==> config.mk <==
export PLATFORM = sky130hd
export DESIGN_NAME = mmvsd_top
export DESIGN_NICKNAME = d
export VERILOG_FILES = /design/src/mmvsd_pkg.sv /design/src/mmvsd_decode.sv /design/src/mmvsd_top.sv /design/src/mmvsd_vec.sv
export SDC_FILE = /design/constraint.sdc
export NUM_CORES = 1
export LEC_CHECK = 0
export ABC_AREA = 1
export BUFFER_PORTS_ARGS = -buffer_cell sky130_fd_sc_hd__clkbuf_2
export CAP_MARGIN = 10
export CORE_MARGIN = 5
export CORE_UTILIZATION = 45
export CTS_CLUSTER_SIZE = 16
export DETAILED_ROUTE_END_ITERATION = 12
export GPL_ROUTABILITY_DRIVEN = 0
export GPL_TIMING_DRIVEN = 0
export PLACE_DENSITY = 0.76
export SETUP_SLACK_MARGIN = 0.4
export SYNTH_ARGS = -nofsm -noshare
export SYNTH_HDL_FRONTEND = slang
export SYNTH_SLANG_ARGS = --single-unit
==> constraint.sdc <==
create_clock -name i_ref_clk -period 4.5 [get_ports i_ref_clk]
set_input_delay 1.125 -clock i_ref_clk [delete_from_list [all_inputs] [get_ports i_ref_clk]]
set_output_delay 1.125 -clock i_ref_clk [all_outputs]
set_load 0.01 [all_outputs]
==> src/mmvsd_pkg.sv <==
// constants and types for memory map, vector and stack decode
// Contract
// - Every access from 0x0060 to 0x035F, 768 bytes, selects read/write RAM.
// - The RAM lying in the first 256-byte page gives 160 direct-page bytes.
// - The 240 bytes from 0xFE10 to 0xFEFF decode as read-only monitor ROM.
// - The stack pointer is 16 bits wide and may point anywhere in 64 KB.
// - Reset puts the stack pointer at 0x00FF.
// - Interrupt entry pushes exactly five bytes before the handler runs.
// - The upper index byte is not among the bytes saved on interrupt entry.
// - A subroutine call pushes a two-byte return address.
// - Each push decrements the stack pointer and each pull increments it.
// - Reset, software, pin and clock synthesiser vectors sit at FFFE..FFF8.
// - Faults four..one use FFF0..FFF6 and the motor PWM unit uses FFEE.
// - First timer: channels 0..3 at FFEC..FFE6 and overflow at FFE4.
// - Second timer: channel 0 at FFE2, channel 1 at FFE0, overflow FFDE.
// - Converter FFDC, sync serial rx FFDA / tx FFD8, async err/rx/tx D6..D2.
`default_nettype none

package mmvsd_pkg;

	localparam logic [15:0] RAM_LO        = 16'h0060;
	localparam logic [15:0] RAM_HI        = 16'h035f;
	localparam logic [15:0] DPAGE_END     = 16'h00ff;
	localparam logic [15:0] MON_LO        = 16'hfe10;
	localparam logic [15:0] MON_HI        = 16'hfeff;
	localparam logic [15:0] SP_RESET      = 16'h00ff;

	// fixed vector slots, each the even (high byte) address
	localparam logic [15:0] VEC_RESET     = 16'hfffe;
	localparam logic [15:0] VEC_FAULT4    = 16'hfff0;
	localparam logic [15:0] VEC_MOTOR_PWM = 16'hffee;
	localparam logic [15:0] VEC_TA_OVF    = 16'hffe4;
	localparam logic [15:0] VEC_TB_OVF    = 16'hffde;
	localparam logic [15:0] VEC_ASER_TX   = 16'hffd2;

	localparam logic [2:0]  INT_PUSH_BYTES  = 3'h5;
	localparam logic [2:0]  CALL_PUSH_BYTES = 3'h2;
	localparam logic [2:0]  ONE_PUSH_BYTES  = 3'h1;

	// order matters: slot address is VEC_RESET minus twice the index
	typedef enum logic [4:0] {
		SRC_RESET, SRC_SWI, SRC_EXT_IRQ, SRC_CLK_SYN,
		SRC_FAULT1, SRC_FAULT2, SRC_FAULT3, SRC_FAULT4,
		SRC_MOTOR_PWM,
		SRC_TA_CH0, SRC_TA_CH1, SRC_TA_CH2, SRC_TA_CH3, SRC_TA_OVF,
		SRC_TB_CH0, SRC_TB_CH1, SRC_TB_OVF,
		SRC_CONV, SRC_SSER_RX, SRC_SSER_TX,
		SRC_ASER_ERR, SRC_ASER_RX, SRC_ASER_TX
	} mmvsd_src_type;

endpackage : mmvsd_pkg

`default_nettype wire

==> src/mmvsd_decode.sv <==
// address region decoder
`default_nettype none

module mmvsd_decode
	import mmvsd_pkg::*;
(
	// access
	input  wire logic [15:0] i_addr,
	input  wire logic        i_wr,
	// region selects
	output logic             o_ram,
	output logic             o_dpage,
	output logic             o_mon,
	output logic             o_vec,
	output logic             o_rom_wr
);

	always_comb begin
		o_ram    = (i_addr >= RAM_LO) && (i_addr <= RAM_HI);
		o_dpage  = o_ram && (i_addr <= DPAGE_END);
		o_mon    = (i_addr >= MON_LO) && (i_addr <= MON_HI);
		o_vec    = i_addr >= VEC_ASER_TX;
		o_rom_wr = o_mon && i_wr;
	end

endmodule : mmvsd_decode

`default_nettype wire

==> src/mmvsd_top.sv <==
// stack sequencer, vector fetch and map decode for the core
`default_nettype none

module mmvsd_top
	import mmvsd_pkg::*;
(
	// clock and reset
	input  wire logic        i_ref_clk,
	input  wire logic        i_sys_rst,
	// core access decode
	input  wire logic [15:0] i_acc_addr,
	input  wire logic        i_acc_wr,
	output logic             o_sel_ram,
	output logic             o_sel_dpage,
	output logic             o_sel_mon,
	output logic             o_sel_vec,
	output logic             o_rom_wr_err,
	// stack pointer control
	input  wire logic        i_sp_load,
	input  wire logic [15:0] i_sp_val,
	input  wire logic        i_push,
	input  wire logic [7:0]  i_push_data,
	input  wire logic        i_pull,
	output logic      [7:0]  o_pull_data,
	output logic             o_pull_valid,
	output logic      [15:0] o_sp,
	output logic             o_sp_in_ram,
	// context entry requests
	input  wire logic        i_int_req,
	input  wire logic [4:0]  i_int_src,
	input  wire logic        i_call_req,
	input  wire logic [15:0] i_pc,
	input  wire logic [7:0]  i_x,
	input  wire logic [7:0]  i_a,
	input  wire logic [7:0]  i_ccr,
	output logic             o_busy,
	// memory port
	output logic      [15:0] o_mem_addr,
	output logic             o_mem_wr,
	output logic             o_mem_rd,
	output logic      [7:0]  o_mem_wdata,
	input  wire logic [7:0]  i_mem_rdata,
	// fetched vector
	output logic      [15:0] o_vec_addr,
	output logic             o_vec_valid
);

	typedef enum logic [2:0] {
		ST_IDLE,
		ST_PUSH,
		ST_VHI,
		ST_VLO,
		ST_PULL
	} mmvsd_state_type;

	mmvsd_state_type state_ff;
	mmvsd_state_type nxt_state;
	logic [2:0]      cnt_ff;
	logic            vec_pend_ff;
	logic [4:0]      src_ff;
	logic [15:0]     sp_ff;
	logic [39:0]     shift_ff;
	logic [7:0]      vec_hi_ff;
	logic [15:0]     vec_addr_ff;
	logic            vec_valid_ff;
	logic [7:0]      pull_data_ff;
	logic            pull_valid_ff;
	logic [15:0]     vec_slot;
	logic            idle;
	logic            int_go;
	logic            call_go;
	logic            pull_go;
	logic            push_go;
	logic            load_go;

	// access decode for the core
	mmvsd_decode u_acc_dec (
		.i_addr   (i_acc_addr),
		.i_wr     (i_acc_wr),
		.o_ram    (o_sel_ram),
		.o_dpage  (o_sel_dpage),
		.o_mon    (o_sel_mon),
		.o_vec    (o_sel_vec),
		.o_rom_wr (o_rom_wr_err)
	);

	// flags a stack pointer off RAM, outcome left to software
	mmvsd_decode u_sp_dec (
		.i_addr   (sp_ff),
		.i_wr     (1'b0),
		.o_ram    (o_sp_in_ram),
		.o_dpage  (),
		.o_mon    (),
		.o_vec    (),
		.o_rom_wr ()
	);

	mmvsd_vec u_vec (
		.i_src  (src_ff),
		.o_slot (vec_slot)
	);

	// request arbitration, interrupt first
	always_comb begin
		idle    = state_ff == ST_IDLE;
		int_go  = idle && i_int_req;
		call_go = idle && !i_int_req && i_call_req;
		pull_go = idle && !i_int_req && !i_call_req && i_pull;
		push_go = idle && !i_int_req && !i_call_req && !i_pull && i_push;
		load_go = idle && !i_int_req && !i_call_req && !i_pull && !i_push
			&& i_sp_load;
	end

	always_comb begin
		nxt_state = state_ff;
		unique case (state_ff)
			ST_IDLE: begin
				if (int_go || call_go || push_go) begin
					nxt_state = ST_PUSH;
				end else if (pull_go) begin
					nxt_state = ST_PULL;
				end
			end
			ST_PUSH: begin
				if (cnt_ff == ONE_PUSH_BYTES) begin
					nxt_state = vec_pend_ff ? ST_VHI : ST_IDLE;
				end
			end
			ST_VHI:  nxt_state = ST_VLO;
			ST_VLO:  nxt_state = ST_IDLE;
			ST_PULL: nxt_state = ST_IDLE;
		endcase
	end

	// reset starts with the reset vector fetch
	always_ff @(posedge i_ref_clk) begin
		if (i_sys_rst) begin
			state_ff <= ST_VHI;
		end else begin
			state_ff <= nxt_state;
		end
	end

	// byte count and pending vector after the pushes
	always_ff @(posedge i_ref_clk) begin
		if (i_sys_rst) begin
			cnt_ff      <= 3'h0;
			vec_pend_ff <= 1'b0;
			src_ff      <= 5'(SRC_RESET);
		end else if (int_go) begin
			cnt_ff      <= INT_PUSH_BYTES;
			vec_pend_ff <= 1'b1;
			src_ff      <= i_int_src;
		end else if (call_go) begin
			cnt_ff      <= CALL_PUSH_BYTES;
		end else if (push_go) begin
			cnt_ff      <= ONE_PUSH_BYTES;
		end else if (state_ff == ST_PUSH) begin
			cnt_ff      <= cnt_ff - 3'h1;
		end else if (state_ff == ST_VHI) begin
			vec_pend_ff <= 1'b0;
		end
	end

	// stack pointer
	always_ff @(posedge i_ref_clk) begin
		if (i_sys_rst) begin
			sp_ff <= SP_RESET;
		end else if (load_go) begin
			sp_ff <= i_sp_val;
		end else if (state_ff == ST_PUSH) begin
			sp_ff <= sp_ff - 16'h0001;
		end else if (pull_go) begin
			sp_ff <= sp_ff + 16'h0001;
		end
	end

	// bytes to push, low byte first; upper index byte never loaded
	always_ff @(posedge i_ref_clk) begin
		if (i_sys_rst) begin
			shift_ff <= 40'h0;
		end else if (int_go) begin
			shift_ff <= {i_ccr, i_a, i_x, i_pc[15:8], i_pc[7:0]};
		end else if (call_go) begin
			shift_ff <= {24'h0, i_pc[15:8], i_pc[7:0]};
		end else if (push_go) begin
			shift_ff <= {32'h0, i_push_data};
		end else if (state_ff == ST_PUSH) begin
			shift_ff <= {8'h00, shift_ff[39:8]};
		end
	end

	// vector fetch, high byte first
	always_ff @(posedge i_ref_clk) begin
		if (i_sys_rst) begin
			vec_hi_ff    <= 8'h00;
			vec_addr_ff  <= 16'h0000;
			vec_valid_ff <= 1'b0;
		end else begin
			vec_valid_ff <= state_ff == ST_VLO;
			if (state_ff == ST_VHI) begin
				vec_hi_ff <= i_mem_rdata;
			end
			if (state_ff == ST_VLO) begin
				vec_addr_ff <= {vec_hi_ff, i_mem_rdata};
			end
		end
	end

	// pulled byte
	always_ff @(posedge i_ref_clk) begin
		if (i_sys_rst) begin
			pull_data_ff  <= 8'h00;
			pull_valid_ff <= 1'b0;
		end else begin
			pull_valid_ff <= state_ff == ST_PULL;
			if (state_ff == ST_PULL) begin
				pull_data_ff <= i_mem_rdata;
			end
		end
	end

	// memory port driven from state registers
	always_comb begin
		o_mem_wr    = state_ff == ST_PUSH;
		o_mem_rd    = (state_ff == ST_VHI) || (state_ff == ST_VLO)
			|| (state_ff == ST_PULL);
		o_mem_wdata = shift_ff[7:0];
		unique case (state_ff)
			ST_VHI:  o_mem_addr = vec_slot;
			ST_VLO:  o_mem_addr = {vec_slot[15:1], 1'b1};
			default: o_mem_addr = sp_ff;
		endcase
	end

	assign o_sp         = sp_ff;
	assign o_busy       = !idle;
	assign o_vec_addr   = vec_addr_ff;
	assign o_vec_valid  = vec_valid_ff;
	assign o_pull_data  = pull_data_ff;
	assign o_pull_valid = pull_valid_ff;
endmodule : mmvsd_top

`default_nettype wire

==> src/mmvsd_vec.sv <==
// vector source to slot address lookup
`default_nettype none

module mmvsd_vec
	import mmvsd_pkg::*;
(
	// source
	input  wire logic [4:0]  i_src,
	// even slot address
	output logic      [15:0] o_slot
);

	logic [4:0] idx;

	always_comb begin
		// unknown sources fall back to the reset slot
		idx = (i_src > 5'(SRC_ASER_TX)) ? 5'(SRC_RESET) : i_src;
		o_slot = VEC_RESET - {10'h000, idx, 1'b0};
	end

endmodule : mmvsd_vec

`default_nettype wire
==> results of run 1 <==
==> cell usage in the layout, fill, tap and decap left out, types with 2 or more instances in the layout <==
| master | count |
|---|---|
| clkbuf_1 | 17 |
| buf_1 | 3 |
| o21ai_1 | 2 |
| buf_6 | 5 |
| a31oi_1 | 14 |
| o21bai_1 | 2 |
| nor2_1 | 116 |
| nor2_4 | 4 |
| buf_4 | 11 |
| or2_2 | 10 |
| clkbuf_2 | 174 |
| xor2_1 | 5 |
| nand3_1 | 42 |
| a21oi_1 | 68 |
| clkbuf_8 | 2 |
| buf_2 | 7 |
| nor4_1 | 2 |
| nand2_1 | 212 |
| nand4_1 | 4 |
| dfxtp_1 | 102 |
| ha_1 | 16 |
| clkbuf_16 | 9 |
| nand3b_1 | 2 |
| inv_1 | 106 |
| o211ai_1 | 8 |
| clkinv_1 | 3 |
| nand2_4 | 3 |
| inv_2 | 6 |
| o31ai_1 | 4 |
| o21ai_0 | 66 |
| nor3_1 | 7 |
==> state kept, by name, summed over array words and instances, names as in the netlist <==
| signal | count |
|---|---|
| cnt_ff | 3 |
| o_pull_data | 8 |
| o_pull_valid | 1 |
| o_sp | 16 |
| o_vec_addr | 16 |
| o_vec_valid | 1 |
| shift_ff | 40 |
| src_ff | 5 |
| state_ff | 3 |
| vec_hi_ff | 8 |
| vec_pend_ff | 1 |
==> per-stage QoR <==
step                      instance area, µm²  cells  power, W  utilization [%]
after CTS                               6980   1212   0.00443             57.6
after global routing                    6980   1212   0.00481             57.6
after global placement                  6680   1196   0.00358             55.1
after floorplan                         5600    854   0.00292                -
final                                   6980   1212   0.00441             57.6
after detailed placement                6680   1196   0.00361             55.1
==> per-layer routing <==
layer	routed length [µm]	GRT usage (%)	up-vias
li1	-	-	3084
met1	7560	29.5	2605
met2	7110	34.0	187
met3	1260	5.59	14
met4	202	5.32	0
met5	0	0	-
==> final timing paths <==
kind | endpoint | cells after the start
worst max-delay path | o_mem_rd | 6
worst min-delay path | shift_ff[34] | 2
worst max register to register | o_sp[7] | 13
worst min register to register | shift_ff[34] | 2
==> area by class of cell <==
| class | instances | area [µm²] | area share [%] |
|---|---|---|---|
| Buffer | 40 | 238 | 3.41 |
| Clock buffer | 14 | 264 | 3.78 |
| Clock inverter | 2 | 38.8 | 0.556 |
| Inverter | 116 | 438 | 6.27 |
| Multi-Input combinational cell | 596 | 2880 | 41.2 |
| Sequential cell | 102 | 2040 | 29.3 |
| Tap cell | 168 | 210 | 3.01 |
| Timing Repair Buffer | 174 | 871 | 12.5 |
==> logic make-up after synthesis <==
logic type	after synthesis	share of synthesized area [%]
fa+ha+maj	17	3.93
buf+inv	156	12.1
flops	102	36.5
xor+xnor	6	0.939
simple gates	407	30.6
compound gates	166	16.0
==> critical path, delay by kind of cell, from the launching register on <==
kind | cells | cell delay [ns]
flops | 1 | 0.32
buf+inv | 3 | 0.78
simple gates | 3 | 0.81
==> power by group <==
group / leakage, nW / internal [W] / switching (W) / total, W
sequential: 0.833 / 0.00118 / 0.000178 / 0.00136
combinational: 2.60 / 0.000858 / 0.00139 / 0.00225
clock: 0.147 / 0.000465 / 0.000336 / 0.000802
total: 3.58 / 0.00251 / 0.00190 / 0.00441
==> results.ini, run 1 <==
[setup_path]
path_cells=inv_1 > nand2_1 > nor2_1 > clkinv_1 > nand2_1 > clkbuf_2
crit_arrival_ns=2.24
cp-start-kind=flop
cpMostUsedCell=nand2_1
crit_fanout=10
r2r-start=state_ff[2]
worstSetupStartpoint=state_ff[1]
critPathKind=flop to output pin
r2r_slack_ns=1.49
slowest_delay_ns=0.49
cp-end-kind=output pin
crit_slowest_cell=nor2_1
worst_ep_required_time_ns=3.38

[clock_tree]
clkSlewWorstSetupHoldPaths_ns=0.07
cts_tree=done
cts_root_buf=clkbuf_16
post-cts-setup-buffers=0
htree_num_levels=3
clk_latency_ns=0.34
cts_max_path_buffers=2
cts_inserted_buffers=9
clock_sinks=102
holdBufCountCts=0
cts-resized-gates=0

[die]
num_rows=40
dieArea_um2=14800
die_x_um=122
start_util_pct=46.2
io_pins=176
die_y_um=122
core_area_um2=12100

[synthesis]
synth_area_um2=5600
yosysWarnings=0
ys_ff_latch=102
synth_seq_area_share_pct=36.5
syn_area_per_cell_um2=6.55
syn_inst=854
async_reset_ff_share_pct=0
syn_nets=972
synth_top_area_share_pct=36.5
synth-edff-count=0
ys_top_cells_by_count=nand2_1, nor2_1, inv_1
synth.most_common_cell=nand2_1
synth.distinct_cells=38
synth_area_leaders=dfxtp_1, nand2_1, nor2_1
synth_flop_cell=dfxtp_1
synth_largest_area_cell=dfxtp_1

[power]
leakagePower_nw=3.58
vdd_drop_max_mv=0.343
powerDensity_nw_per_um2=632

[run]
cap_violations=0

[timing]
clock_skew_ns=0.00740
fin_crit_ns=3.37
timing.final.max_slew_violations=0
max_freq_mhz=297
setup_viol=0
holdWs_ns=0.460
fin_crit_sh_pct=74.8
worstMarginPinSlew_ns=0.932
hold_viol=0
slew_headroom_pct=37.4
tns_ns=0
final.setup.worst_slack_ns=1.13
rsz0062_at_grt=no

[global_routing]
antenna_found_initial=0
grt_first_pass_wirelength_um=25800
grt_pass1_vias=5346
gr-total-overflow=0
grt_max_degree=26
track_usage_pct=21.6

[routing]
drtIter0Drc=288
wl_um=16100
drt-vias-per-instance=4.86
dr.pass1.iters=5
drc_errors=0
postRouteAntennaNets=0
avgRoutedWirePerCell_um=13.3
num_vias=5890

[worst_hold_path]
hold_start=shift_ff[34]
hold_class=flop to flop

[placement]
io_buffers=174
dpl.hpwl_um=12500
dp_slack_ns=1.40

[cells_and_area]
nets=1157
fillCellCount=1239
n_antenna_cell=0
area_growth_pct=24.7
drive_gt1_share_pct=22.8

[outcome]
status=completed

(Power assumes the default switching activity.)
==> inputs of run 2 (changes only) <==
Settings changed: PLACE_DENSITY 0.76 to 0.79.
Clock period 4.5 ns to 3 ns, I/O delays scaled along.
==> run 2 against run 1 <==
  * Clock power is 43% higher
  * Sequential power is 50% higher
  * Design area is 0.43% higher
  * Via count is 0.85% higher
  * Worst setup slack worse by 0.63 ns
  * Critical endpoint is now o_mem_addr[5]
  * First-iteration DRC count is 19% higher
  * Combinational power is 52% higher
  * Highest routed layer unchanged
==> results.ini, run 2 (synthesis results as in run 1) <==
[cells_and_area]
nets=1158
mostFrequentLayoutCell=nand2_1
drive_gt1_share_pct=24.0
n_antenna_cell=0
largest_register_ffs=40
multi_input_area_um2=2890
layout_common_cells=nand2_1, clkbuf_2, nor2_1
seqCellArea_um2=2040
area_growth_pct=25.3
fillCellCount=1212
regMostFlops=shift_ff

[global_routing]
grt_pass1_vias=5637
grt_first_pass_wirelength_um=26300
grt_max_degree=26
gr-total-overflow=0
track_usage_pct=21.8
antenna_found_initial=0

[setup_path]
crit_arrival_ns=1.75
crit_slowest_cell=dfxtp_1
worst_ep_required_time_ns=2.25
cp-start-kind=flop
critPathKind=flop to output pin
crit_fanout=9
path_cells=inv_2 > nor2_2 > clkinv_2 > nor3_1 > nor2_1 > clkbuf_2
slowest_delay_ns=0.36
cp-end-kind=output pin

[routing]
drc_errors=0
postRouteAntennaNets=0
wl_um=16300
drt-vias-per-instance=4.90
dr.pass1.iters=5
drtIter0Drc=342
avgRoutedWirePerCell_um=13.4
num_vias=5940

[timing]
rsz0062_at_grt=yes
hold_viol=0
max_freq_mhz=400
holdWs_ns=0.462
setup_viol=0
slew_headroom_pct=33.9
final.setup.worst_slack_ns=0.501
tns_ns=0
worstMarginPinSlew_ns=0.984
clock_skew_ns=0.00889
fin_crit_sh_pct=83.3
timing.final.max_slew_violations=0
fin_crit_ns=2.50

[clock_tree]
cts_root_buf=clkbuf_16
clk_latency_ns=0.34
clkSlewWorstSetupHoldPaths_ns=0.08
clock_sinks=102
htree_num_levels=3
cts_tree=done
cts_inserted_buffers=9
cts_max_path_buffers=2

[die]
die_x_um=122
die_y_um=122
core_area_um2=12100
start_util_pct=46.2
num_rows=40
io_pins=176
dieArea_um2=14800

[power]
powerDensity_nw_per_um2=946
vdd_drop_max_mv=0.461
leakagePower_nw=3.59

[worst_hold_path]
hold_class=flop to flop

[run]
cap_violations=0

[outcome]
status=completed

[placement]
dp_slack_ns=-0.00280
dpl.hpwl_um=12600
io_buffers=174

[run 2: changes by cell type in the layout (fill, tap and decap cells not counted), sizes merged]
cell    before  now
buf         26   27
bufinv       1    0
clkbuf     202  198
clkinv       3    6
inv        114  116
[run 2: power by group]
group          internal, W  total (W)  switching, W
clock             0.000600    0.00115      0.000553
combinational      0.00132    0.00343       0.00212
sequential         0.00178    0.00204      0.000267
[run 2: final cells by class]
type                            count  area share [%]
Timing Repair Buffer              175            12.5
Sequential cell                   102            29.1
Buffer                             40            3.64
Clock buffer                       10            3.41
Clock inverter                      6           0.732
Tap cell                          168            3.00
Inverter                          116            6.28
Multi-Input combinational cell    596            41.3
[run 2: routing by layer]
| layer | share of wire [%] | up-vias | GRT usage [%] |
|---|---|---|---|
| met3 | 7.5 | 16 | 5.13 |
| met2 | 45 | 181 | 36.1 |
| met5 | 0 | - | 0 |
| li1 | - | 3090 | - |
| met1 | 46 | 2653 | 28.2 |
| met4 | 1.5 | 0 | 6.86 |
[run 2: timing repair]
item / CTS / global route
endpoints found under the setup margin: 27 / 14
pin swaps: 0 / 0
gates resized for setup: 8 / 8
buffers inserted: 1 / 0
hold buffers: 0 / 0
[run 2: final timing paths]
path,startpoint,endpoint,slack [ns],cells after the start
max,state_ff[1],o_mem_addr[5],0.50,6
min,shift_ff[33],shift_ff[33],0.46,2
max reg2reg,state_ff[2],o_sp[7],0.58,13
min reg2reg,shift_ff[33],shift_ff[33],0.46,2
[run 2: worst max-delay path: cells and delay by family (launching register included)]
kind	cells	cell delay, ns
flops	1	0.36
simple gates	3	0.57
buf+inv	3	0.47
[run 2: through the flow]
stage | std cells | power, W | utilization [%] | area [µm²]
after floorplan | 854 | 0.00438 | - | 5600
after global placement | 1196 | 0.00537 | 55.1 | 6680
after detailed placement | 1196 | 0.00543 | 55.1 | 6680
after CTS | 1213 | 0.00663 | 57.7 | 6990
after global routing | 1213 | 0.00721 | 57.9 | 7010
final | 1213 | 0.00663 | 57.9 | 7010
